[src/acms_pkg.sv]
// package: register map, bit positions and timing for the axis status block
package acms_pkg;
	localparam int ACMS_WORD_W = 16;
	localparam int ACMS_ADDR_W = 12;
	// register indices; byte address is four times the index
	localparam int ACMS_CMD_IDX = 2;
	localparam int ACMS_MOT_IDX = 3;
	localparam int ACMS_CTRL_IDX = 8;
	localparam logic [11:0] ACMS_CMD_ADDR = 12'(ACMS_CMD_IDX * 4);
	localparam logic [11:0] ACMS_MOT_ADDR = 12'(ACMS_MOT_IDX * 4);
	localparam logic [11:0] ACMS_CTRL_ADDR = 12'(ACMS_CTRL_IDX * 4);
	// command status word bits
	localparam int ACMS_C_BUSY = 0;
	localparam int ACMS_C_STOPIN = 4;
	localparam int ACMS_C_GRPSTOP = 5;
	localparam int ACMS_C_ALLSTOP = 6;
	localparam int ACMS_C_HSPTP = 7;
	localparam int ACMS_C_STARTINV = 8;
	localparam int ACMS_C_DEVRST = 9;
	localparam int ACMS_C_STOPEXE = 12;
	localparam int ACMS_C_OPDONE = 13;
	// motion status word bits
	localparam int ACMS_M_UNLOCK = 0;
	localparam int ACMS_M_LOCKED = 1;
	localparam int ACMS_M_ACCEL = 3;
	localparam int ACMS_M_CONST = 4;
	localparam int ACMS_M_DECEL = 5;
	localparam int ACMS_M_PASS = 6;
	localparam int ACMS_M_WAITC = 7;
	localparam int ACMS_M_DSTOP = 8;
	localparam int ACMS_M_ISTOP = 9;
	localparam int ACMS_M_SYNCW = 10;
	// implemented bits of each word; the rest read zero
	localparam logic [15:0] ACMS_CMD_MASK = 16'h33f1;
	localparam logic [15:0] ACMS_MOT_MASK = 16'h07fb;
	// control register fields and reset
	localparam int ACMS_K_ASSIGNED = 0;
	localparam int ACMS_K_EVCLR = 1;
	localparam logic [15:0] ACMS_CTRL_RST = 16'h0001;
	localparam logic [15:0] ACMS_CTRL_WMASK = 16'h0001;
	localparam logic [15:0] ACMS_ZERO16 = 16'h0000;
	// timing
	localparam int ACMS_CLK_NS = 50;
	localparam int ACMS_DEVRST_ACK_NS = 10000;
	localparam int ACMS_DEVRST_CYC = (ACMS_DEVRST_ACK_NS + ACMS_CLK_NS - 1) / ACMS_CLK_NS;
	typedef enum logic [1:0] {ACMS_DR_IDLE, ACMS_DR_WAIT} acms_dr_state_t;
	// one-hot word with a single bit at pos
	function automatic logic [15:0] acms_bit(input int pos);
		acms_bit = 16'h0001 << pos;
	endfunction
endpackage

[src/acms_flags_if.sv]
// interface: status carried from the sub-blocks to the top
`timescale 1ns/1ps
`default_nettype none
interface acms_flags_if;
	logic [15:0] mot_word;
	logic devrst_timeout;
	modport mot (output mot_word);
	modport dev (output devrst_timeout);
	modport top (input mot_word, input devrst_timeout);
endinterface
`default_nettype wire

[src/acms_motion_status.sv]
// motion status word: servo, profile phase and stop-in-progress flags
`timescale 1ns/1ps
`default_nettype none
module acms_motion_status
	import acms_pkg::*;
(
	input wire logic pclk,
	input wire logic presetn,
	input wire logic servo_locked,
	input wire logic axis_moving,
	input wire logic axis_operating,
	input wire logic prof_accel,
	input wire logic prof_const,
	input wire logic prof_decel,
	input wire logic pass_phase,
	input wire logic wait_complete,
	input wire logic decel_stop_req,
	input wire logic imm_stop_req,
	input wire logic cam_active,
	input wire logic link_cond_met,
	acms_flags_if.mot flags
);
	logic dstop_reg;
	logic istop_reg;

	// deceleration stop in progress until rest, set wins
	always_ff @(posedge pclk or negedge presetn) begin
		if (!presetn) begin
			dstop_reg <= 1'b0;
		end else if (decel_stop_req && axis_operating) begin
			dstop_reg <= 1'b1; // [RULE15]
		end else if (!axis_moving) begin
			dstop_reg <= 1'b0; // [RULE15]
		end
	end

	// immediate stop in progress until rest, set wins
	always_ff @(posedge pclk or negedge presetn) begin
		if (!presetn) begin
			istop_reg <= 1'b0;
		end else if (imm_stop_req && axis_operating) begin
			istop_reg <= 1'b1; // [RULE16]
		end else if (!axis_moving) begin
			istop_reg <= 1'b0; // [RULE16]
		end
	end

	// assemble the word; unused positions stay zero
	always_comb begin
		flags.mot_word = ACMS_ZERO16;
		if (!servo_locked) flags.mot_word |= acms_bit(ACMS_M_UNLOCK); // [RULE10]
		if (servo_locked && !axis_moving) flags.mot_word |= acms_bit(ACMS_M_LOCKED); // [RULE11]
		if (prof_accel) flags.mot_word |= acms_bit(ACMS_M_ACCEL); // [RULE12]
		if (prof_const) flags.mot_word |= acms_bit(ACMS_M_CONST); // [RULE12]
		if (prof_decel) flags.mot_word |= acms_bit(ACMS_M_DECEL); // [RULE12]
		if (pass_phase) flags.mot_word |= acms_bit(ACMS_M_PASS); // [RULE13]
		if (wait_complete) flags.mot_word |= acms_bit(ACMS_M_WAITC); // [RULE14]
		if (dstop_reg) flags.mot_word |= acms_bit(ACMS_M_DSTOP);
		if (istop_reg) flags.mot_word |= acms_bit(ACMS_M_ISTOP);
		if (cam_active && !link_cond_met) flags.mot_word |= acms_bit(ACMS_M_SYNCW); // [RULE17]
		flags.mot_word &= ACMS_MOT_MASK; // [RULE19]
	end
endmodule
`default_nettype wire

[src/acms_devrst_watch.sv]
// watchdog for an unanswered deviation counter reset during origin search
`timescale 1ns/1ps
`default_nettype none
module acms_devrst_watch
	import acms_pkg::*;
#(
	parameter int ACK_CYC = ACMS_DEVRST_CYC
)
(
	input wire logic pclk,
	input wire logic presetn,
	input wire logic origin_search,
	input wire logic devrst_out,
	input wire logic devrst_ack,
	acms_flags_if.dev flags
);
	acms_dr_state_t state_reg;
	logic [15:0] cnt_reg;
	logic timeout_reg;

	// wait for the answer after each reset pulse issued in origin search
	always_ff @(posedge pclk or negedge presetn) begin
		if (!presetn) begin
			state_reg <= ACMS_DR_IDLE;
			cnt_reg <= ACMS_ZERO16;
			timeout_reg <= 1'b0;
		end else begin
			timeout_reg <= 1'b0;
			case (state_reg)
				ACMS_DR_IDLE: begin
					cnt_reg <= ACMS_ZERO16;
					if (origin_search && devrst_out) state_reg <= ACMS_DR_WAIT;
				end
				ACMS_DR_WAIT: begin
					if (devrst_ack || !origin_search) begin
						state_reg <= ACMS_DR_IDLE;
					end else if (cnt_reg == 16'(ACK_CYC - 1)) begin
						timeout_reg <= 1'b1; // [RULE7]
						state_reg <= ACMS_DR_IDLE;
					end else begin
						cnt_reg <= cnt_reg + 16'h0001;
					end
				end
				default: state_reg <= ACMS_DR_IDLE;
			endcase
		end
	end

	assign flags.devrst_timeout = timeout_reg;
endmodule
`default_nettype wire

[src/acms_top.sv]
// top: APB slave with the axis command and motion status words
//
// Functional notes
// RULE1: stop commands or stop pins set stop-input flag
// RULE2: no start accepted while stop-input flag set
// RULE3: group stop flag on accepted stop or request
// RULE4: all-units stop flag likewise for all units
// RULE5: flag acknowledges high-speed point start
// RULE6: start-rejected flag on failed start conditions
// RULE7: flag unanswered deviation counter reset in search
// RULE8: stop-executed flag on halts in manual/direct
// RULE9: operation-completed flag on direct finish or jog stop
// RULE10: servo-released bit while servo unlocked
// RULE11: servo-held bit while stopped and locked
// RULE12: accel, constant, decel phase bits
// RULE13: pass bit during continuous pattern transitions
// RULE14: completion-waiting bit while awaiting positioning done
// RULE15: decel-stop bit from request until rest
// RULE16: immediate-stop bit from request until rest
// RULE17: cam sync-condition waiting bit until link established
// RULE18: busy bit while operating or unassigned memory axis
// RULE19: unused bit positions read zero
// RULE20: both words update together on one edge
`timescale 1ns/1ps
`default_nettype none
module acms_top
	import acms_pkg::*;
#(
	parameter int DEVRST_ACK_CYC = ACMS_DEVRST_CYC
)
(
	input wire logic pclk,
	input wire logic presetn,
	input wire logic psel,
	input wire logic penable,
	input wire logic pwrite,
	input wire logic [11:0] paddr,
	input wire logic [31:0] pwdata,
	output logic [31:0] prdata,
	output logic pready,
	output logic pslverr,
	input wire logic emg_stop_pin,
	input wire logic decel_pin,
	input wire logic imm_stop_cmd,
	input wire logic dec_stop_cmd,
	input wire logic start_cmd,
	output logic start_grant,
	output logic start_refused,
	input wire logic hs_ptp_start,
	input wire logic start_cond_fail,
	input wire logic start_prio_fail,
	input wire logic grp_stop_req,
	input wire logic all_stop_req,
	input wire logic sys_stopped,
	input wire logic origin_search,
	input wire logic devrst_out,
	input wire logic devrst_ack,
	input wire logic manual_or_direct,
	input wire logic direct_op,
	input wire logic halt_decel,
	input wire logic halt_devrst,
	input wire logic halt_unlock,
	input wire logic halt_error,
	input wire logic pos_done,
	input wire logic jog_stopped,
	input wire logic axis_operating,
	input wire logic memory_op,
	input wire logic servo_locked,
	input wire logic axis_moving,
	input wire logic prof_accel,
	input wire logic prof_const,
	input wire logic prof_decel,
	input wire logic pass_phase,
	input wire logic wait_complete,
	input wire logic decel_stop_req,
	input wire logic imm_stop_req,
	input wire logic cam_active,
	input wire logic link_cond_met
);
	acms_flags_if flags ();

	// pin synchronisers
	logic emg_meta_reg;
	logic emg_sync_reg;
	logic decin_meta_reg;
	logic decin_sync_reg;

	// control and sticky flags
	logic [15:0] ctrl_reg;
	logic stop_in_reg;
	logic grp_latch_reg;
	logic all_latch_reg;
	logic hsptp_reg;
	logic startinv_reg;
	logic devrst_reg;
	logic stopexe_reg;
	logic opdone_reg;

	// published words
	logic [15:0] cmd_word_reg;
	logic [15:0] mot_word_reg;
	logic [15:0] cmd_word_next;

	// bus outputs
	logic [31:0] prdata_reg;
	logic pready_reg;
	logic pslverr_reg;
	logic start_grant_reg;
	logic start_refused_reg;

	// derived strobes
	logic setup_phase;
	logic access_done;
	logic addr_hit;
	logic ctrl_write;
	logic ev_clear;
	logic stop_source;
	logic start_ok;

	acms_motion_status u_motion (
		.pclk(pclk),
		.presetn(presetn),
		.servo_locked(servo_locked),
		.axis_moving(axis_moving),
		.axis_operating(axis_operating),
		.prof_accel(prof_accel),
		.prof_const(prof_const),
		.prof_decel(prof_decel),
		.pass_phase(pass_phase),
		.wait_complete(wait_complete),
		.decel_stop_req(decel_stop_req),
		.imm_stop_req(imm_stop_req),
		.cam_active(cam_active),
		.link_cond_met(link_cond_met),
		.flags(flags.mot)
	);

	acms_devrst_watch #(
		.ACK_CYC(DEVRST_ACK_CYC)
	) u_devrst (
		.pclk(pclk),
		.presetn(presetn),
		.origin_search(origin_search),
		.devrst_out(devrst_out),
		.devrst_ack(devrst_ack),
		.flags(flags.dev)
	);

	// two-stage sync of the emergency and deceleration pins
	always_ff @(posedge pclk or negedge presetn) begin
		if (!presetn) begin
			emg_meta_reg <= 1'b0;
			emg_sync_reg <= 1'b0;
			decin_meta_reg <= 1'b0;
			decin_sync_reg <= 1'b0;
		end else begin
			emg_meta_reg <= emg_stop_pin;
			emg_sync_reg <= emg_meta_reg;
			decin_meta_reg <= decel_pin;
			decin_sync_reg <= decin_meta_reg;
		end
	end

	// bus phase decode
	assign setup_phase = psel && !penable;
	assign access_done = psel && penable && pready_reg;
	assign addr_hit = (paddr == ACMS_CMD_ADDR) || (paddr == ACMS_MOT_ADDR)
		|| (paddr == ACMS_CTRL_ADDR);
	assign ctrl_write = access_done && pwrite && (paddr == ACMS_CTRL_ADDR);
	// a write of one to the clear field drops the event flags
	assign ev_clear = ctrl_write && pwdata[ACMS_K_EVCLR];

	// any stop cause currently present
	assign stop_source = imm_stop_cmd || dec_stop_cmd || emg_sync_reg || decin_sync_reg;
	// a start is taken only with no stop pending
	assign start_ok = !stop_in_reg && !stop_source; // [RULE2]

	// control register, write only on completed access
	always_ff @(posedge pclk or negedge presetn) begin
		if (!presetn) begin
			ctrl_reg <= ACMS_CTRL_RST;
		end else if (ctrl_write) begin
			ctrl_reg <= pwdata[15:0] & ACMS_CTRL_WMASK;
		end
	end

	// stop input flag: set by any stop cause, cleared once causes gone and at rest
	always_ff @(posedge pclk or negedge presetn) begin
		if (!presetn) begin
			stop_in_reg <= 1'b0;
		end else if (stop_source) begin
			stop_in_reg <= 1'b1; // [RULE1]
		end else if (!axis_moving) begin
			stop_in_reg <= 1'b0;
		end
	end

	// start gating toward the profile generator
	always_ff @(posedge pclk or negedge presetn) begin
		if (!presetn) begin
			start_grant_reg <= 1'b0;
			start_refused_reg <= 1'b0;
		end else begin
			start_grant_reg <= start_cmd && start_ok; // [RULE2]
			start_refused_reg <= start_cmd && !start_ok; // [RULE2]
		end
	end

	// group and all-units stop latches: accepted request with system stopped
	always_ff @(posedge pclk or negedge presetn) begin
		if (!presetn) begin
			grp_latch_reg <= 1'b0;
			all_latch_reg <= 1'b0;
		end else begin
			if (grp_stop_req && sys_stopped) begin
				grp_latch_reg <= 1'b1; // [RULE3]
			end else if (ev_clear || start_grant_reg) begin
				grp_latch_reg <= 1'b0;
			end
			if (all_stop_req && sys_stopped) begin
				all_latch_reg <= 1'b1; // [RULE4]
			end else if (ev_clear || start_grant_reg) begin
				all_latch_reg <= 1'b0;
			end
		end
	end

	// start related event flags; set wins over clear
	always_ff @(posedge pclk or negedge presetn) begin
		if (!presetn) begin
			hsptp_reg <= 1'b0;
			startinv_reg <= 1'b0;
		end else begin
			if (hs_ptp_start) begin
				hsptp_reg <= 1'b1; // [RULE5]
			end else if (ev_clear) begin
				hsptp_reg <= 1'b0;
			end
			if (start_cond_fail || start_prio_fail) begin
				startinv_reg <= 1'b1; // [RULE6]
			end else if (ev_clear || start_grant_reg) begin
				startinv_reg <= 1'b0;
			end
		end
	end

	// deviation counter reset not answered during origin search
	always_ff @(posedge pclk or negedge presetn) begin
		if (!presetn) begin
			devrst_reg <= 1'b0;
		end else if (flags.devrst_timeout) begin
			devrst_reg <= 1'b1; // [RULE7]
		end else if (ev_clear || start_grant_reg) begin
			devrst_reg <= 1'b0;
		end
	end

	// stop executed and operation completed flags
	always_ff @(posedge pclk or negedge presetn) begin
		if (!presetn) begin
			stopexe_reg <= 1'b0;
			opdone_reg <= 1'b0;
		end else begin
			if (manual_or_direct && (halt_decel || halt_devrst || halt_unlock || halt_error)) begin
				stopexe_reg <= 1'b1; // [RULE8]
			end else if (ev_clear || start_grant_reg) begin
				stopexe_reg <= 1'b0;
			end
			if (direct_op && (pos_done || jog_stopped)) begin
				opdone_reg <= 1'b1; // [RULE9]
			end else if (ev_clear || start_grant_reg) begin
				opdone_reg <= 1'b0;
			end
		end
	end

	// command word assembly
	always_comb begin
		cmd_word_next = ACMS_ZERO16;
		if (axis_operating || (memory_op && !ctrl_reg[ACMS_K_ASSIGNED])) begin
			cmd_word_next |= acms_bit(ACMS_C_BUSY); // [RULE18]
		end
		if (stop_in_reg) cmd_word_next |= acms_bit(ACMS_C_STOPIN); // [RULE1]
		if (grp_latch_reg || grp_stop_req) cmd_word_next |= acms_bit(ACMS_C_GRPSTOP); // [RULE3]
		if (all_latch_reg || all_stop_req) cmd_word_next |= acms_bit(ACMS_C_ALLSTOP); // [RULE4]
		if (hsptp_reg) cmd_word_next |= acms_bit(ACMS_C_HSPTP);
		if (startinv_reg) cmd_word_next |= acms_bit(ACMS_C_STARTINV);
		if (devrst_reg) cmd_word_next |= acms_bit(ACMS_C_DEVRST);
		if (stopexe_reg) cmd_word_next |= acms_bit(ACMS_C_STOPEXE);
		if (opdone_reg) cmd_word_next |= acms_bit(ACMS_C_OPDONE);
		cmd_word_next &= ACMS_CMD_MASK; // [RULE19]
	end

	// both words load on the same edge, held while a read is in flight
	always_ff @(posedge pclk or negedge presetn) begin
		if (!presetn) begin
			cmd_word_reg <= ACMS_ZERO16;
			mot_word_reg <= ACMS_ZERO16;
		end else if (!(psel && !pwrite)) begin
			cmd_word_reg <= cmd_word_next; // [RULE20]
			mot_word_reg <= flags.mot_word; // [RULE20]
		end
	end

	// apb answer: ready one cycle after setup, data and error with it
	always_ff @(posedge pclk or negedge presetn) begin
		if (!presetn) begin
			pready_reg <= 1'b0;
			pslverr_reg <= 1'b0;
			prdata_reg <= 32'h0000_0000;
		end else begin
			pready_reg <= setup_phase;
			if (setup_phase) begin
				// unmapped address, or write to a read-only word
				pslverr_reg <= !addr_hit || (pwrite && (paddr != ACMS_CTRL_ADDR));
				if (pwrite) begin
					prdata_reg <= 32'h0000_0000;
				end else if (paddr == ACMS_CMD_ADDR) begin
					prdata_reg <= {16'h0000, cmd_word_reg}; // [RULE19]
				end else if (paddr == ACMS_MOT_ADDR) begin
					prdata_reg <= {16'h0000, mot_word_reg}; // [RULE19]
				end else if (paddr == ACMS_CTRL_ADDR) begin
					prdata_reg <= {16'h0000, ctrl_reg};
				end else begin
					prdata_reg <= 32'h0000_0000;
				end
			end else begin
				pslverr_reg <= 1'b0;
			end
		end
	end

	assign prdata = prdata_reg;
	assign pready = pready_reg;
	assign pslverr = pslverr_reg;
	assign start_grant = start_grant_reg;
	assign start_refused = start_refused_reg;
endmodule
`default_nettype wire

[config.mk]
export PLATFORM = sky130hd
export DESIGN_NAME = acms_top
export DESIGN_NICKNAME = d
export VERILOG_FILES = /design/src/acms_pkg.sv /design/src/acms_flags_if.sv /design/src/acms_motion_status.sv /design/src/acms_devrst_watch.sv /design/src/acms_top.sv
export SDC_FILE = /design/constraint.sdc
export NUM_CORES = 1
export LEC_CHECK = 0
export BUFFER_PORTS_ARGS = -buffer_cell sky130_fd_sc_hd__buf_2
export CAP_MARGIN = 20
export CORE_AREA = 2 2 92 94
export CTS_CLUSTER_DIAMETER = 100
export DETAILED_ROUTE_END_ITERATION = 10
export DIE_AREA = 0 0 94 96
export PLACE_DENSITY_LB_ADDON = 0.12
export SKIP_CTS_REPAIR_TIMING = 1
export SYNTH_ARGS = -nofsm -noshare
export SYNTH_HDL_FRONTEND = slang
export SYNTH_SLANG_ARGS = --single-unit
[constraint.sdc]
create_clock -name pclk -period 2 [get_ports pclk]
set_clock_uncertainty 0.2 [all_clocks]
set_input_delay 0.4 -clock pclk [delete_from_list [all_inputs] [get_ports pclk]]
set_output_delay 0.4 -clock pclk [all_outputs]
set_load 0.01 [all_outputs]
# Word-level counts from Yosys, hierarchy flattened

Cells that the tools add are included.

$add $sub $neg: 1
Equal/unequal tests: 13
Mux-type cells: 47
Reduce and logical (&&, ||, !) cells: 58

Operator list:

| kind                                                    | number |
|---|---|
| 2-to-1 mux 32 bit                                       | 3 |
| 2-to-1 mux 16 bit                                       | 2 |
| one-hot mux 16 bit (2 select lines)                     | 1 |
| equality test 12 x 4 -> 1 bit (second input constant)   | 2 |
| logical AND 1 bit                                       | 21 |
| 2-to-1 mux 1 bit                                        | 20 |
| 2-to-1 mux 10 bit                                       | 2 |
| 2-to-1 mux 9 bit                                        | 2 |
| adder 16 x 1 -> 16 bit (second input constant)          | 1 |
| equality test 16 x 8 -> 1 bit (second input constant)   | 1 |
| logical OR 1 bit                                        | 16 |
| 2-to-1 mux 8 bit                                        | 2 |
| nonzero test 2 bit                                      | 8 |
| 2-to-1 mux 14 bit                                       | 1 |
| 2-to-1 mux 7 bit                                        | 2 |
| 2-to-1 mux 13 bit                                       | 1 |
| equality test 12 x 6 -> 1 bit (second input constant)   | 1 |
| 2-to-1 mux 6 bit                                        | 2 |
| inequality test 12 x 6 -> 1 bit (second input constant) | 1 |
| 2-to-1 mux 11 bit                                       | 1 |
| logical NOT 1 bit                                       | 10 |
| 2-to-1 mux 5 bit                                        | 2 |
| 2-to-1 mux 2 bit                                        | 4 |
| inequality test 2 x 1 -> 1 bit (second input constant)  | 4 |
| other kinds (8)                                         | 9 |

Flip-flop bits (word level): 89
Input port bits: 84
Output and inout bits: 36
Logic and storage cells: 144

# Longest topological paths before layout

Depth in word-level cells: 12
Gate-level depth with buffers: 5

# By module

From an unflattened synthesis, not the netlist that was laid out.

Cell total of the unflattened synthesis: 310
Area, all modules: 3603.5 um^2

Modules (own cells, without submodules):

| module             | instances | cells each | area each (um^2) | seq. area each (um^2) |
|---|---|---|---|---|
| acms_top           | 1         | 188        | 2426.1           | 1452.6 |
| acms_devrst_watch  | 1         | 101        | 992.2            | 450.4 |
| acms_motion_status | 1         | 21         | 185.2            | 50.0 |

# Worst setup path before layout

Ideal clock, no wire load.

Path type: input-to-reg
From: in paddr[9]
To: reg startinv_reg
Library setup time: 0.124 ns
Data arrival time: 1.558 ns
Required time: 1.676 ns
Setup slack: 0.118 ns
Cell stages on the path: 4
Buffers on the path: 0
Cells stage by stage: or4_4 -> nor2b_4 -> a41oi_4 -> a211o_1

Longest elaborated chain between the ends: 5

Ends and longest elaborated chain:

| element                       | line            | text |
|---|---|---|
| from (decl)                   | acms_top.sv:37  | `input wire logic [11:0] paddr,` |
| equality test 12 x 6 -> 1 bit | acms_top.sv:169 | `assign ctrl_write = access_done && pwrite && (paddr == ACMS_CTRL_ADDR);` |
| logical AND 1 bit             | acms_top.sv:169 |  |
| logical AND 1 bit             | acms_top.sv:171 | `assign ev_clear = ctrl_write && pwdata[ACMS_K_EVCLR];` |
| logical OR 1 bit              | acms_top.sv:241 | `end else if (ev_clear \|\| start_grant_reg) begin` |
| nonzero test 2 bit (no line)  | --              |  |
| to (signal assigned)          | acms_top.sv:232 | `startinv_reg <= 1'b0;` |
| to (signal assigned)          | acms_top.sv:240 | `startinv_reg <= 1'b1;` |
| to (signal assigned)          | acms_top.sv:242 | `startinv_reg <= 1'b0;` |
| to (decl)                     | acms_top.sv:94  | `logic startinv_reg;` |

No other way between the ends.
A chain may end at the register's enable or synchronous reset.

# Worst setup path after layout

From: reg u_devrst.cnt_reg[1]
To: reg u_devrst.cnt_reg[3]

Longest elaborated chain between the ends: 4
Elaborated cells between the ends (all ways): 7

Ends and longest elaborated chain:

| element                             | line                    | text |
|---|---|---|
| from (decl)                         | acms_devrst_watch.sv:18 | `logic [15:0] cnt_reg;` |
| from (signal assigned)              | acms_devrst_watch.sv:41 | `cnt_reg <= cnt_reg + 16'h0001;` |
| adder 16 x 1 -> 16 bit              | acms_devrst_watch.sv:41 |  |
| 2-to-1 mux 16 bit                   | acms_devrst_watch.sv:37 | `end else if (cnt_reg == 16'(ACK_CYC - 1)) begin` |
| 2-to-1 mux 16 bit                   | acms_devrst_watch.sv:35 | `if (devrst_ack \|\| !origin_search) begin` |
| one-hot mux 16 bit (2 select lines) | acms_devrst_watch.sv:29 | `case (state_reg)` |

Parallel ways exist; a longest one is shown, timed or not. The select of a mux whose other input is x is not followed.

==> Implementation_results.wiki <==
{| class="wikitable"
! Metric !! Value
|-
| Syn avg cell area || 11.4 um2
|-
| Worst path arrival time || 1.98 ns
|-
| Starting utilization of the core area || 39.0%
|-
| Overall Global Routing Usage || 15.5%
|-
| Post-DRT Antenna Nets || 0
|-
| Total internal power || 2.21 mW
|-
| Combinational share of power || 8.0%
|-
| Buffers & Inverters on Critical Path || 0
|-
| Wire length of the first global-routing pass || 10,700 um
|-
| Largest incremental delay on the critical path || 0.41 ns
|-
| Cell depth of the worst flop-to-flop path || 5
|-
| Vias in the first global route || 2,275
|-
| Final hold vios || 0
|-
| CP Capture Point || u_devrst.cnt_reg[3]
|-
| Highest clock frequency the design can meet || 523 MHz
|-
| Fraction of layout cells with a size suffix above 1 || 36.0%
|-
| Flip-flop and latch count after synthesis || 68
|-
| Largest delay contributor family on the critical path || simple AND/OR/NAND/NOR gates
|-
| Core area || 8050 um2
|-
| Clock buffer depth || 2
|-
| Most common flop cell mapped by yosys || sky130_fd_sc_hd__dfrtp_1
|-
| Pin count of the biggest net entering global routing || 69
|-
| Post-detailed-route DRC marker count || 0
|-
| Sequential share of the synthesized area || 54.3%
|-
| Clock slew seen by the registers of the worst setup and hold paths || 0.08 ns
|-
| Status || finished clean
|-
| Iteration-0 DRC count of the detailed router || 106
|-
| Top-Level Pins || 120
|-
| Clock Latency Late Sink || 0.34 ns
|-
| Reg-to-reg endpoint || u_devrst.cnt_reg[3]
|-
| Number of flip-flops under the largest register name || 16
|-
| Chain of cells forming the critical path || ha_1, and4_1, a41o_1, or3_1, a21oi_1
|-
| Leakage || 1.83 nW
|-
| Clock buffer count from CTS || 9
|-
| Number of library cell types mapped by synthesis || 49
|-
| Post-Place Cells || 462
|-
| Path category of the worst min-delay check || input pin to register
|-
| Number of cell rows || 33
|-
| Critical setup path kind || register to register
|-
| Async S/R FF share, synth || 100%
|-
| Largest voltage drop on the vdd net || 0.000469 V
|-
| Final-stage net count || 456
|-
| Critical Path Start Type || register
|-
| Setup repair after global routing missed its margin || no
|-
| Number of enable flip-flop cells after synthesis || 0
|-
| Total power after layout || 2.89 mW
|-
| Final Max Tran Viols || 0
|-
| Total number of H-tree levels || 3
|-
| Routed vias/inst || 4.86
|-
| Via Count || 2,334
|-
| Clock Root Buffer || sky130_fd_sc_hd__clkbuf_8
|-
| Launch point of the critical path || u_devrst.cnt_reg[1]
|-
| Number of antenna violations at the first check in global routing || 0
|-
| Routed wirelength normalized by instance count || 13.8 um
|-
| First-pass DRT Iterations || 4
|-
| Worst slew slack as a fraction of its limit || 60.9%
|-
| Max-capacitance violation count || 0
|-
| Signed area change from the synthesized netlist to the final layout || 25.5%
|-
| Final Routed Wirelength || 6640 um
|-
| Count of buffers from port buffering || 69
|-
| Reg-to-reg setup timing slack || 0.09 ns
|-
| Sequential share of power || 49.5%
|-
| Non-Filler Instances || 480
|-
| Slowest-stage cell, CP || sky130_fd_sc_hd__dfrtp_1
|-
| Number of instances in the synthesized netlist || 274
|-
| Horizontal die dimension || 94 um
|-
| Worst Path Required || 2.06 ns
|-
| Remaining Overflow, GRT || 0
|-
| TritonCTS clock tree || built
|-
| Half-perimeter wire length of the detailed placement result || 4790 um
|-
| RR Startpoint || u_devrst.cnt_reg[1]
|-
| Die Ht || 96 um
|-
| Number of antenna cells inserted || 0
|-
| Time the worst path needs with I/O delays and setup || 1.91 ns
|-
| Yosys warnings || 0
|-
| Net switching share of the total power || 23.5%
|-
| Peak fanout along the critical path || 4
|-
| Final-report setup violation count || 0
|-
| Routability-driven placement congestion ratio || 0.847
|-
| Count of cell instances traversed by the critical path || 5
|-
| Total power per unit cell area || 734 nW/um2
|-
| Number of clock sinks || 68
|-
| Die Outline Area || 9020 um2
|-
| Sort of element at the end of the critical path || register
|-
| Worst Max-Slew Pin Slew || 0.586 ns
|-
| Period Utilization, post-route || 95.7%
|-
| Synthesized cell area || 3140 um2
|-
| Net switching power || 0.680 mW
|-
| Part of the total power dissipated in the clock network || 42.5%
|}
==> cell usage in the layout, fill, tap and decap left out, drive strengths merged, types with 2 or more instances in the layout <==
cell type	count
a211oi	2
a21o	3
a21oi	10
a22o	10
a41oi	2
and2	2
and3	2
and4	3
buf	92
bufinv	2
clkbuf	9
clkinvlp	2
conb	20
dfrtp	67
dlygate4sd3	3
inv	8
mux2	14
mux2i	11
nand2	18
nand2b	8
nand3	8
nand3b	4
nand4	5
nor2	17
nor2b	3
nor3	6
nor4	6
o21ai	11
or4	3
xnor2	8
==> logic make-up after synthesis <==
logic type,Yosys count,synth area share (%)
adder cells (fa/ha/maj),1,0.399
AND/OR/NAND/NOR,90,16.3
flip-flops,68,54.3
AO/OA/AOI/OAI,46,11.4
multiplexers,25,8.54
other,1,0.120
XOR/XNOR,8,2.23
buffers and inverters,35,6.66
==> cell usage after synthesis, types with 4 or more instances <==
library cell	number	area [um2]
sky130_fd_sc_hd__nand2_1	18	67.6
sky130_fd_sc_hd__nand2b_1	8	50.1
sky130_fd_sc_hd__o21ai_0	11	55.1
sky130_fd_sc_hd__xnor2_1	8	70.1
sky130_fd_sc_hd__a21oi_1	10	50.1
sky130_fd_sc_hd__dfrtp_1	67	1680
sky130_fd_sc_hd__buf_4	20	150
sky130_fd_sc_hd__nor3_1	6	30.0
sky130_fd_sc_hd__nor2_1	17	63.8
sky130_fd_sc_hd__nand3_1	8	40.0
sky130_fd_sc_hd__nor4_1	6	37.5
sky130_fd_sc_hd__a22o_1	7	61.3
sky130_fd_sc_hd__mux2i_1	11	110
sky130_fd_sc_hd__clkbuf_1	6	22.5
sky130_fd_sc_hd__nand4_1	5	31.3
sky130_fd_sc_hd__inv_1	7	26.3
sky130_fd_sc_hd__nand3b_1	4	30.0
sky130_fd_sc_hd__mux2_2	14	158
==> area by class of cell <==
type / instances / area, um2
Multi-Input combinational cell: 190 / 1300
Clock buffer: 9 / 124
Tap cell: 105 / 131
Clock inverter: 6 / 88.8
Timing Repair Buffer: 95 / 561
Fill cell: 762 / 4110
Inverter: 7 / 26.3
Sequential cell: 68 / 1700
==> power groups by stage <==
stage                     registers, mW  clock network, mW  logic, mW
after floorplan                    1.45                  0      0.133
after global placement             1.46                  0      0.227
after detailed placement           1.46                  0      0.230
after CTS                          1.43               1.28      0.231
after global routing               1.44               1.34      0.262
final                              1.43               1.23      0.231
==> worst min path at each step <==
stage / to / start / slack (ns) / depth (start not counted)
finish: startinv_reg / start_cond_fail / 0.05 / 2
global route: startinv_reg / start_cond_fail / 0.04 / 2
CTS: prdata[5] / presetn / -0.12 / 2
detailed placement: decin_sync_reg / decin_meta_reg / 0.14 / 0
global placement: decin_sync_reg / decin_meta_reg / 0.13 / 0
floorplan: all_latch_reg / presetn / -0.1 / 0
==> stage by stage <==
step                utilization, %  hold slack [ns]  instance area (um2)  setup TNS, ns  setup WS [ns]
floorplan                        -          -0.0956                 3210              0          0.118
global placement              45.8            0.132                 3690        -0.0857        -0.0557
detailed placement            45.8            0.136                 3690         -0.121        -0.0672
CTS                           48.4           -0.118                 3900              0         0.0690
global route                  48.9           0.0374                 3940              0         0.0358
finish                        48.9           0.0485                 3940              0         0.0862
==> metal layers <==
metal | global-route usage [%] | vias up | routed length (um)
li1 | - | 1130 | -
met1 | 18.9 | 1129 | 2880
met2 | 26.0 | 67 | 3280
met3 | 5.56 | 8 | 394
met4 | 4.71 | 0 | 90
met5 | 0 | - | 0
(Power assumes the default switching activity.)
